===== src/common/swm_map.svh =====
// Constants for the sleep/wake mode controller
`ifndef SWM_MAP_SVH
`define SWM_MAP_SVH
// Timekeeping tick rate and durations (seconds per tick = 1)
`define SWM_CLOCK_HZ 10000000
`define SWM_IDLE_MIN 5
`define SWM_WARN_MIN 4
`define SWM_RECHARGE_HOURS 9
`define SWM_SECONDS_PER_MIN 60
`define SWM_SECONDS_PER_HOUR 3600
`define SWM_IDLE_SEC (`SWM_IDLE_MIN * `SWM_SECONDS_PER_MIN)
`define SWM_WARN_SEC (`SWM_WARN_MIN * `SWM_SECONDS_PER_MIN)
`define SWM_RECHARGE_SEC (`SWM_RECHARGE_HOURS * `SWM_SECONDS_PER_HOUR)
// Fault log layout
`define SWM_FAULT_DEPTH 8
`define SWM_FAULT_CODE_W 16
`define SWM_FAULT_TIME_W 32
`define SWM_FAULT_PARAM_W 32
`define SWM_FAULT_CNT_W 16
`endif


===== src/common/swm_pkg.sv =====
// Types for the sleep/wake mode controller
`default_nettype none
package swm_pkg;
  typedef enum logic [2:0] {
    SWM_CMD_NONE,
    SWM_CMD_START,
    SWM_CMD_FIRST_TIME,
    SWM_CMD_FAULT_DISPLAY,
    SWM_CMD_FAULT_CLEAR,
    SWM_CMD_OTHER
  } swm_cmd_type;

  typedef struct packed {
    logic valid;
    swm_cmd_type cmd;
    logic [31:0] arg;
  } swm_host_cmd_type;

  typedef struct packed {
    logic valid;
    logic [15:0] code;
    logic [31:0] param;
  } swm_fault_in_type;

  typedef struct packed {
    logic valid;
    logic [7:0] index;
    logic [15:0] code;
    logic [15:0] count;
    logic [31:0] delta;
    logic [31:0] time_stamp;
    logic [31:0] param;
  } swm_fault_out_type;

  typedef struct packed {
    logic [15:0] unique_faults;
    logic [15:0] overflow;
    logic [31:0] first_time;
    logic [31:0] last_time;
  } swm_fault_sum_type;
endpackage
`default_nettype wire


===== src/hw/swm_controller.sv =====
// Sleep, command and collecting mode controller with fault log and sensor fallbacks
// Overview of operation
// - Command state idle over 5 minutes sends device to sleep.
// - Break in command state shows prompt and waits for a command.
// - Reset switch in command state puts device to sleep.
// - Start command begins collecting, or sleeps until first-measurement time.
// - Cold wakeup in command state goes to the command prompt.
// - Nine hour sleep wakes to recharge; command state resleeps afterward.
// - Collecting state survives power loss with configuration kept.
// - Break while collecting prompts but stays collecting until valid command.
// - Silent break while collecting warns at four minutes, resumes at five.
// - Reset while collecting: sleep on alarm, else new deployment or wait.
// - Cold wakeup while collecting: new deployment, or wait for future time.
// - Recharge while collecting: sleep on alarm, else resume or wait.
// - Fault log keeps unique faults, overflow, times; display and clear.
// - Failed ambient sensor is replaced by attitude temperature.
// - During beam test any host character advances to the next beam.
`timescale 1ns/1ps
`default_nettype none
`include "swm_map.svh"
module swm_controller #(
  parameter int unsigned FAULT_DEPTH = `SWM_FAULT_DEPTH,
  parameter int unsigned IDLE_SEC = `SWM_IDLE_SEC,
  parameter int unsigned WARN_SEC = `SWM_WARN_SEC,
  parameter int unsigned RECHARGE_SEC = `SWM_RECHARGE_SEC,
  parameter int unsigned BEAMS = 4
) (
  input wire logic clock, // System clock
  input wire logic reset_n, // Async reset, active low
  input wire logic second_tick, // One-cycle pulse per timekeeping second
  input wire logic [31:0] now_time, // Current real time
  input wire logic break_in, // Serial break pin, async
  input wire logic reset_switch_in, // Reset switch pin, async
  input wire logic cold_wake, // Pulse: cold wakeup from unknown state
  input wire logic power_restored, // Pulse: power returned after loss
  input wire logic recharge_done, // Pulse: RAM capacitor charged
  input wire logic alarm_set, // Next-measurement alarm valid
  input wire swm_pkg::swm_host_cmd_type host_cmd, // Decoded host command
  input wire logic host_char, // Pulse: any host character
  input wire swm_pkg::swm_fault_in_type fault_in, // Fault report
  input wire logic fault_rd_next, // Pulse: step fault display
  input wire logic beam_test_active, // Beam continuity test running
  input wire logic beam_pass, // Pulse: current beam passed
  input wire logic ambient_fail, // Ambient sensor failed
  input wire logic [15:0] ambient_temp, // Ambient temperature
  input wire logic [15:0] attitude_temp, // Attitude temperature
  output logic asleep, // Device sleeping
  output logic collecting, // In data-collecting state
  output logic measuring, // Measurements running
  output logic prompt, // Command prompt shown
  output logic deploy_warning, // Self-deploy warning shown
  output logic new_deployment, // Pulse: new deployment started
  output logic recharge_wake, // Awake to recharge RAM capacitor
  output logic [1:0] beam_sel, // Beam under test
  output logic [15:0] water_temp, // Temperature in use
  output swm_pkg::swm_fault_sum_type fault_sum, // Fault log summary
  output swm_pkg::swm_fault_out_type fault_out // Fault log entry on display
);
  import swm_pkg::*;

  typedef enum logic [1:0] {SWM_SLEEP, SWM_AWAKE, SWM_WAIT_TIME, SWM_RECHARGE} swm_state_type;

  localparam int unsigned IDX_W = $clog2(FAULT_DEPTH);

  // ---------------------------------------------------------------
  // Pin synchronisers
  // ---------------------------------------------------------------
  // Three stages; a level counts once the second and third agree
  logic [2:0] brk_sync_q, rst_sync_q;
  logic brk_lvl_q, rst_lvl_q;
  logic [2:0] brk_sync_d, rst_sync_d;
  logic brk_lvl_d, rst_lvl_d;
  logic break_ev, reset_ev;

  always_comb begin
    brk_sync_d = {brk_sync_q[1:0], break_in};
    rst_sync_d = {rst_sync_q[1:0], reset_switch_in};
    brk_lvl_d = (brk_sync_q[1] == brk_sync_q[2]) ? brk_sync_q[2] : brk_lvl_q;
    rst_lvl_d = (rst_sync_q[1] == rst_sync_q[2]) ? rst_sync_q[2] : rst_lvl_q;
  end

  always_ff @(posedge clock or negedge reset_n) begin
    if (!reset_n) begin
      brk_sync_q <= 3'h0;
      rst_sync_q <= 3'h0;
      brk_lvl_q <= 1'b0;
      rst_lvl_q <= 1'b0;
    end else begin
      brk_sync_q <= brk_sync_d;
      rst_sync_q <= rst_sync_d;
      brk_lvl_q <= brk_lvl_d;
      rst_lvl_q <= rst_lvl_d;
    end
  end

  assign break_ev = brk_lvl_d & ~brk_lvl_q;
  assign reset_ev = rst_lvl_d & ~rst_lvl_q;

  // ---------------------------------------------------------------
  // Mode state machine
  // ---------------------------------------------------------------
  // Mode flags are in retained RAM, so power loss leaves them as they were
  swm_state_type state_q, state_d;
  logic collect_q, collect_d; // Ping-mode flag
  logic measure_q, measure_d;
  logic prompt_q, prompt_d;
  logic warn_q, warn_d;
  logic tf_set_q, tf_set_d; // First-measurement time set since last break
  logic [31:0] tf_time_q, tf_time_d;
  logic [31:0] idle_q, idle_d; // Seconds without host input
  logic [31:0] sleep_q, sleep_d; // Seconds asleep
  logic newdep_q, newdep_d;
  logic valid_cmd;
  logic tf_valid;

  assign valid_cmd = host_cmd.valid && host_cmd.cmd != SWM_CMD_NONE;
  assign tf_valid = tf_set_q && (tf_time_q >= now_time);

  always_comb begin
    state_d = state_q;
    collect_d = collect_q;
    measure_d = measure_q;
    prompt_d = prompt_q;
    warn_d = warn_q;
    tf_set_d = tf_set_q;
    tf_time_d = tf_time_q;
    newdep_d = 1'b0;
    idle_d = (second_tick && idle_q != 32'hffffffff) ? idle_q + 32'h1 : idle_q;
    // Sleep time restarts on every wake, so short naps never add up to a recharge
    sleep_d = (state_q != SWM_SLEEP) ? 32'h0 : (second_tick ? sleep_q + 32'h1 : sleep_q);
    if (valid_cmd || host_char) begin
      idle_d = 32'h0;
    end
    if (host_cmd.valid && host_cmd.cmd == SWM_CMD_FIRST_TIME) begin
      tf_set_d = 1'b1;
      tf_time_d = host_cmd.arg;
    end
    unique case (state_q)
      SWM_SLEEP: begin
        if (break_ev) begin
          state_d = SWM_AWAKE;
          prompt_d = 1'b1;
          measure_d = 1'b0;
          tf_set_d = 1'b0;
          idle_d = 32'h0;
        end else if (cold_wake) begin
          state_d = SWM_AWAKE;
          idle_d = 32'h0;
          if (!collect_q) begin
            prompt_d = 1'b1;
          end else if (tf_valid) begin
            state_d = SWM_WAIT_TIME;
          end else begin
            measure_d = 1'b1;
            newdep_d = 1'b1;
          end
        end else if (sleep_q >= RECHARGE_SEC) begin
          state_d = SWM_RECHARGE;
          sleep_d = 32'h0;
        end else if (power_restored && collect_q) begin
          state_d = SWM_AWAKE;
          measure_d = 1'b1;
        end
      end
      SWM_AWAKE: begin
        if (reset_ev) begin
          prompt_d = 1'b0;
          warn_d = 1'b0;
          if (!collect_q) begin
            state_d = SWM_SLEEP;
          end else if (alarm_set) begin
            state_d = SWM_SLEEP;
            measure_d = 1'b0;
          end else if (tf_set_q) begin
            state_d = SWM_WAIT_TIME;
            measure_d = 1'b0;
          end else begin
            measure_d = 1'b1;
            newdep_d = 1'b1;
          end
        end else if (break_ev) begin
          prompt_d = 1'b1;
          measure_d = 1'b0;
          warn_d = 1'b0;
          tf_set_d = 1'b0;
          idle_d = 32'h0;
        end else if (host_cmd.valid && host_cmd.cmd == SWM_CMD_START) begin
          collect_d = 1'b1;
          prompt_d = 1'b0;
          if (tf_set_q) begin
            state_d = SWM_WAIT_TIME;
          end else begin
            measure_d = 1'b1;
            newdep_d = 1'b1;
          end
        end else if (valid_cmd && prompt_q) begin
          collect_d = 1'b0;
          warn_d = 1'b0;
        end else if (prompt_q && collect_q) begin
          if (idle_q >= IDLE_SEC) begin
            prompt_d = 1'b0;
            warn_d = 1'b0;
            measure_d = 1'b1;
          end else if (idle_q >= WARN_SEC) begin
            warn_d = 1'b1;
          end
        end else if (!collect_q && idle_q >= IDLE_SEC) begin
          state_d = SWM_SLEEP;
          prompt_d = 1'b0;
        end
      end
      SWM_WAIT_TIME: begin
        if (break_ev) begin
          state_d = SWM_AWAKE;
          prompt_d = 1'b1;
          tf_set_d = 1'b0;
          idle_d = 32'h0;
        end else if (now_time >= tf_time_q) begin
          state_d = SWM_AWAKE;
          measure_d = 1'b1;
          newdep_d = 1'b1;
          tf_set_d = 1'b0;
        end
      end
      SWM_RECHARGE: begin
        if (recharge_done) begin
          if (!collect_q || alarm_set) begin
            state_d = SWM_SLEEP;
          end else if (tf_valid) begin
            state_d = SWM_WAIT_TIME;
          end else begin
            state_d = SWM_AWAKE;
            measure_d = 1'b1;
          end
        end
      end
    endcase
  end

  always_ff @(posedge clock or negedge reset_n) begin
    if (!reset_n) begin
      state_q <= SWM_SLEEP;
      collect_q <= 1'b0;
      measure_q <= 1'b0;
      prompt_q <= 1'b0;
      warn_q <= 1'b0;
      tf_set_q <= 1'b0;
      tf_time_q <= 32'h0;
      idle_q <= 32'h0;
      sleep_q <= 32'h0;
      newdep_q <= 1'b0;
    end else begin
      state_q <= state_d;
      collect_q <= collect_d;
      measure_q <= measure_d;
      prompt_q <= prompt_d;
      warn_q <= warn_d;
      tf_set_q <= tf_set_d;
      tf_time_q <= tf_time_d;
      idle_q <= idle_d;
      sleep_q <= sleep_d;
      newdep_q <= newdep_d;
    end
  end

  assign asleep = (state_q == SWM_SLEEP) || (state_q == SWM_WAIT_TIME);
  assign collecting = collect_q;
  assign measuring = measure_q;
  assign prompt = prompt_q;
  assign deploy_warning = warn_q;
  assign new_deployment = newdep_q;
  assign recharge_wake = (state_q == SWM_RECHARGE);

  // ---------------------------------------------------------------
  // Beam test stepping and temperature fallback
  // ---------------------------------------------------------------
  // Any character skips a failing beam so the operator is never stuck
  logic [1:0] beam_q, beam_d;
  logic [15:0] temp_q, temp_d;

  always_comb begin
    beam_d = beam_q;
    if (!beam_test_active) begin
      beam_d = 2'h0;
    end else if ((beam_pass || host_char) && beam_q != 2'(BEAMS - 1)) begin
      beam_d = beam_q + 2'h1;
    end
    temp_d = ambient_fail ? attitude_temp : ambient_temp;
  end

  always_ff @(posedge clock or negedge reset_n) begin
    if (!reset_n) begin
      beam_q <= 2'h0;
      temp_q <= 16'h0;
    end else begin
      beam_q <= beam_d;
      temp_q <= temp_d;
    end
  end

  assign beam_sel = beam_q;
  assign water_temp = temp_q;

  // ---------------------------------------------------------------
  // Fault log
  // ---------------------------------------------------------------
  // Duplicate codes bump the count; a full log counts overflow
  logic [15:0] f_code_q [FAULT_DEPTH];
  logic [15:0] f_cnt_q [FAULT_DEPTH];
  logic [31:0] f_time_q [FAULT_DEPTH];
  logic [31:0] f_delta_q [FAULT_DEPTH];
  logic [31:0] f_param_q [FAULT_DEPTH];
  logic [IDX_W:0] f_used_q;
  swm_fault_sum_type sum_q, sum_d;
  swm_fault_out_type out_q, out_d;
  logic [IDX_W:0] rd_q, rd_d;
  logic hit;
  logic [IDX_W-1:0] hit_idx;

  always_comb begin
    hit = 1'b0;
    hit_idx = '0;
    for (int i = 0; i < FAULT_DEPTH; i++) begin
      if (!hit && (IDX_W + 1)'(i) < f_used_q && f_code_q[i] == fault_in.code) begin
        hit = 1'b1;
        hit_idx = IDX_W'(i);
      end
    end
  end

  always_comb begin
    sum_d = sum_q;
    rd_d = rd_q;
    out_d = out_q;
    out_d.valid = 1'b0;
    if (host_cmd.valid && host_cmd.cmd == SWM_CMD_FAULT_CLEAR) begin
      sum_d = '0;
      rd_d = '0;
    end else if (fault_in.valid) begin
      if (sum_q.unique_faults == 16'h0) begin
        sum_d.first_time = now_time;
      end
      sum_d.last_time = now_time;
      if (!hit && f_used_q == (IDX_W + 1)'(FAULT_DEPTH)) begin
        sum_d.overflow = sum_q.overflow + 16'h1;
      end else if (!hit) begin
        sum_d.unique_faults = sum_q.unique_faults + 16'h1;
      end
    end
    if (host_cmd.valid && host_cmd.cmd == SWM_CMD_FAULT_DISPLAY) begin
      rd_d = '0;
    end else if (fault_rd_next && rd_q < f_used_q) begin
      out_d.valid = 1'b1;
      out_d.index = 8'(rd_q);
      out_d.code = f_code_q[rd_q[IDX_W-1:0]];
      out_d.count = f_cnt_q[rd_q[IDX_W-1:0]];
      out_d.delta = f_delta_q[rd_q[IDX_W-1:0]];
      out_d.time_stamp = f_time_q[rd_q[IDX_W-1:0]];
      out_d.param = f_param_q[rd_q[IDX_W-1:0]];
      rd_d = rd_q + 1'b1;
    end
  end

  always_ff @(posedge clock or negedge reset_n) begin
    if (!reset_n) begin
      sum_q <= '0;
      out_q <= '0;
      rd_q <= '0;
      f_used_q <= '0;
    end else begin
      sum_q <= sum_d;
      out_q <= out_d;
      rd_q <= rd_d;
      if (host_cmd.valid && host_cmd.cmd == SWM_CMD_FAULT_CLEAR) begin
        f_used_q <= '0;
      end else if (fault_in.valid && hit) begin
        f_cnt_q[hit_idx] <= f_cnt_q[hit_idx] + 16'h1;
        f_delta_q[hit_idx] <= now_time - f_time_q[hit_idx];
        f_time_q[hit_idx] <= now_time;
        f_param_q[hit_idx] <= fault_in.param;
      end else if (fault_in.valid && f_used_q < (IDX_W + 1)'(FAULT_DEPTH)) begin
        f_code_q[f_used_q[IDX_W-1:0]] <= fault_in.code;
        f_cnt_q[f_used_q[IDX_W-1:0]] <= 16'h1;
        f_delta_q[f_used_q[IDX_W-1:0]] <= 32'h0;
        f_time_q[f_used_q[IDX_W-1:0]] <= now_time;
        f_param_q[f_used_q[IDX_W-1:0]] <= fault_in.param;
        f_used_q <= f_used_q + 1'b1;
      end
    end
  end

  assign fault_sum = sum_q;
  assign fault_out = out_q;
endmodule
`default_nettype wire

===== config.mk =====
export PLATFORM = sky130hd
export DESIGN_NAME = swm_controller
export DESIGN_NICKNAME = d
export VERILOG_FILES = /design/src/common/swm_pkg.sv /design/src/hw/swm_controller.sv
export VERILOG_INCLUDE_DIRS = /design/src /design/src/common
export SDC_FILE = /design/constraint.sdc
export NUM_CORES = 2
export LEC_CHECK = 0
export BUFFER_PORTS_ARGS = -buffer_cell sky130_fd_sc_hd__buf_2
export CORE_ASPECT_RATIO = 1.5
export CORE_MARGIN = 10
export CORE_UTILIZATION = 60
export DETAILED_ROUTE_END_ITERATION = 10
export GPL_ROUTABILITY_DRIVEN = 0
export PLACE_DENSITY = 0.89
export SYNTH_ARGS = -nofsm -noshare
export SYNTH_HDL_FRONTEND = slang
export SYNTH_SLANG_ARGS = --single-unit

===== constraint.sdc =====
create_clock -name clock -period 34.1 [get_ports clock]
set_input_delay 6.82 -clock clock [delete_from_list [all_inputs] [get_ports clock]]
set_output_delay 6.82 -clock clock [all_outputs]
set_load 0.005 [all_outputs]

==> reports/qor.csv <==
metric,value,unit
WS Path Type,input pin to flip-flop,
critical path arrival,14860,ps
fraction of registers with async set/reset,26.4,%
largest net degree at the start of global routing,115,
"leading cell types in the layout, fill and taps excluded","edfxtp_1 (1,024), buf_2 (415), nor2_1 (378)",
Fin Clk Skew,51.3,ps
Util after Layout,68.1,%
period utilisation layout,42.2,%
"EDFF count, synth",1024,
CTS buffer count,121,
P&R area growth vs syn,12.5,%
sequential-to-total area share from yosys stat,64.9,%
Post-Route M1 WL,56.4,mm
clk root buf,clkbuf_16,
Hold WC Path Type,flip-flop to flip-flop,
Vias,38752,
Initial Utilization,60.6,%
Die Wd,281,um
Post-DRT Antenna Nets,0,
met2 wire len,82.2,mm
fraction of layout cells with a size suffix above 1,21.9,%
Max Slew Vio Count,0,
HPWL Detailed,100,mm
NumNets Final,4772,
Final WS setup,19720,ps
PostCTS Resize Cnt,0,
"Clk Latency, worst-skew pair",770,ps
first-pass GRT wire length,243,mm
"Setup Fix Bufs, Post-CTS",0,
Critical Path Start,fault_in[40],
count of hold-fix buffers inserted at cts,0,
total wire length,161,mm
max_slew headroom,12.3,%
CP max FO,94,
I/O pin cnt,421,
setup_tns,0,ps
wire per inst,27.1,um
synthesized area per cell,14.8,sq um
total power,4.96,mW
R2R depth,24,
pre-CTS WS,19350,ps
Vias/cell,6.51,
"leading cell type in the layout, fill and taps excluded",edfxtp_1,
vias in the first global route,40137,
max layer used,met5,
initial antenna violation count,15,
FP Rows,143,
cells after synthesis,4154,
DRC viols,0,
Core Area,102000,sq um
Synth Warn #,0,
CTS max path bufs,3,
routed wire length on met3,15.0,mm
DP Area,65000,sq um
clk slew on worst S/H paths,70,ps
HP Start,rst_sync_q[0],
worst r2r src,f_used_q[1],
Hold Path Depth,0,
fmax,69.6,MHz
"Data required, critical path",34580,ps
Hold WS,358,ps
Non-Filler Instances,5949,
Die ar.,116000,sq um
Synth cell types,82,
grt ovf,0,
final hold vios,0,
Pre-antenna DRT Iters,6,
VDD IR max,0.0000554,V
PwrDens,71.7,nW/um^2
status,"complete, no violations",
buffers added on ports,416,
die span in y,412,um
design area,69300,sq um
"FF+latch count, synth",1391,
H-tree depth,3,
Post-Place Cells,5711,
Worst setup SP type,input pin,
ys flop type,edfxtp_1,
Leak,25.2,nW
TritonCTS clock tree,yes,
Finish-stage setup viols,0,
Mapped Area,61500,sq um
fill cell count,6323,
fin crit period,14380,ps
max cap viols,0,
crit end category,flip-flop,
Sink Count,1391,
Tightest Pin Transition,1310,ps
gr usage total,27.6,%
initial drt markers,4285,
RSZ-0062 raised after global routing,false,
-- synthesized netlist by cell type (42+ instances only) --
master / instances / area, sq um
dfrtp_1: 367 / 9180
ha_1: 79 / 988
nand3_1: 78 / 390
mux4_2: 256 / 5770
xnor2_1: 95 / 832
o21ai_0: 85 / 425
nor2_1: 386 / 1450
a21oi_1: 276 / 1380
clkbuf_1: 156 / 586
nand4_1: 50 / 313
a211oi_1: 107 / 803
edfxtp_1: 1024 / 30700
xor2_1: 147 / 1290
mux2i_1: 280 / 2800
nor4_1: 42 / 263
inv_1: 76 / 285
nor2b_1: 78 / 488
nand2_1: 168 / 631
-- per-layer routing --
layer | vias up | GRT usage (%)
met5 | - | 0
met3 | 473 | 5.29
met4 | 6 | 13.4
met1 | 19398 | 33.4
met2 | 2294 | 47.1
li1 | 16581 | -
-- final timing paths --
| check | slack [ps] | end |
|---|---|---|
| max | 19720 | f_delta_q[7][28] |
| min | 360 | rst_sync_q[1] |
| max reg2reg | 25410 | f_delta_q[7][28] |
| min reg2reg | 360 | rst_sync_q[1] |
| max in group asynchronous | 26000 | fault_out[88] |
| min in group asynchronous | 5980 | water_temp[1] |
-- kinds of logic (layout without fill, tap and decap cells) --
group,Yosys count,in the layout,synth area share (%)
AO/OA/AOI/OAI,608,608,6.13
XOR/XNOR,242,242,3.44
adder cells (fa/ha/maj),82,82,1.67
buffers and inverters,306,787,1.99
flip-flops,1391,1391,64.9
multiplexers,567,567,14.5
other,1,10,0.00609
AND/OR/NAND/NOR,957,957,7.38
-- worst max-delay path, cell delays in order --
cell      delay, ps
buf_2           320
xor2_1          140
nor4_1          520
nand3_1         350
nor2_1          300
a21oi_1         170
a21oi_4         170
buf_4           400
buf_4           830
buf_4          1000
a211oi_1        220
a211oi_1        330
a21oi_1          80
ha_1            360
a21o_1          180
or3_1           300
a211o_1         280
a311oi_1        450
o21ai_0         260
o221ai_1        360
nand2b_1        150
a21oi_1         210
xor2_1          100
nor2_1          370
-- final cells by class --
type / count / area, sq um / area share [%]
antenna: 6 / 15.0 / 0.0217
inverter: 77 / 289 / 0.417
multi-input combinational: 2460 / 20600 / 29.7
clock buffer: 177 / 3490 / 5.04
clock inverter: 55 / 718 / 1.04
tap: 1305 / 1630 / 2.36
timing repair buffer: 478 / 2570 / 3.71
sequential: 1391 / 39900 / 57.7
-- power by group --
group	switching (mW)	internal, mW
Clock	0.632	0.815
Sequential	0.136	2.03
Combinational	0.774	0.578
Total	1.54	3.42
-- registers in the layout, indices dropped and copies added, names as in the netlist, 32 cells and up --
name,flops
f_delta_q,256
f_cnt_q,128
tf_time_q,32
idle_q,32
f_code_q,128
f_param_q,256
fault_out,133
f_time_q,256
sleep_q,32
fault_sum,96
No activity file was read; power rests on OpenSTA's default activity.
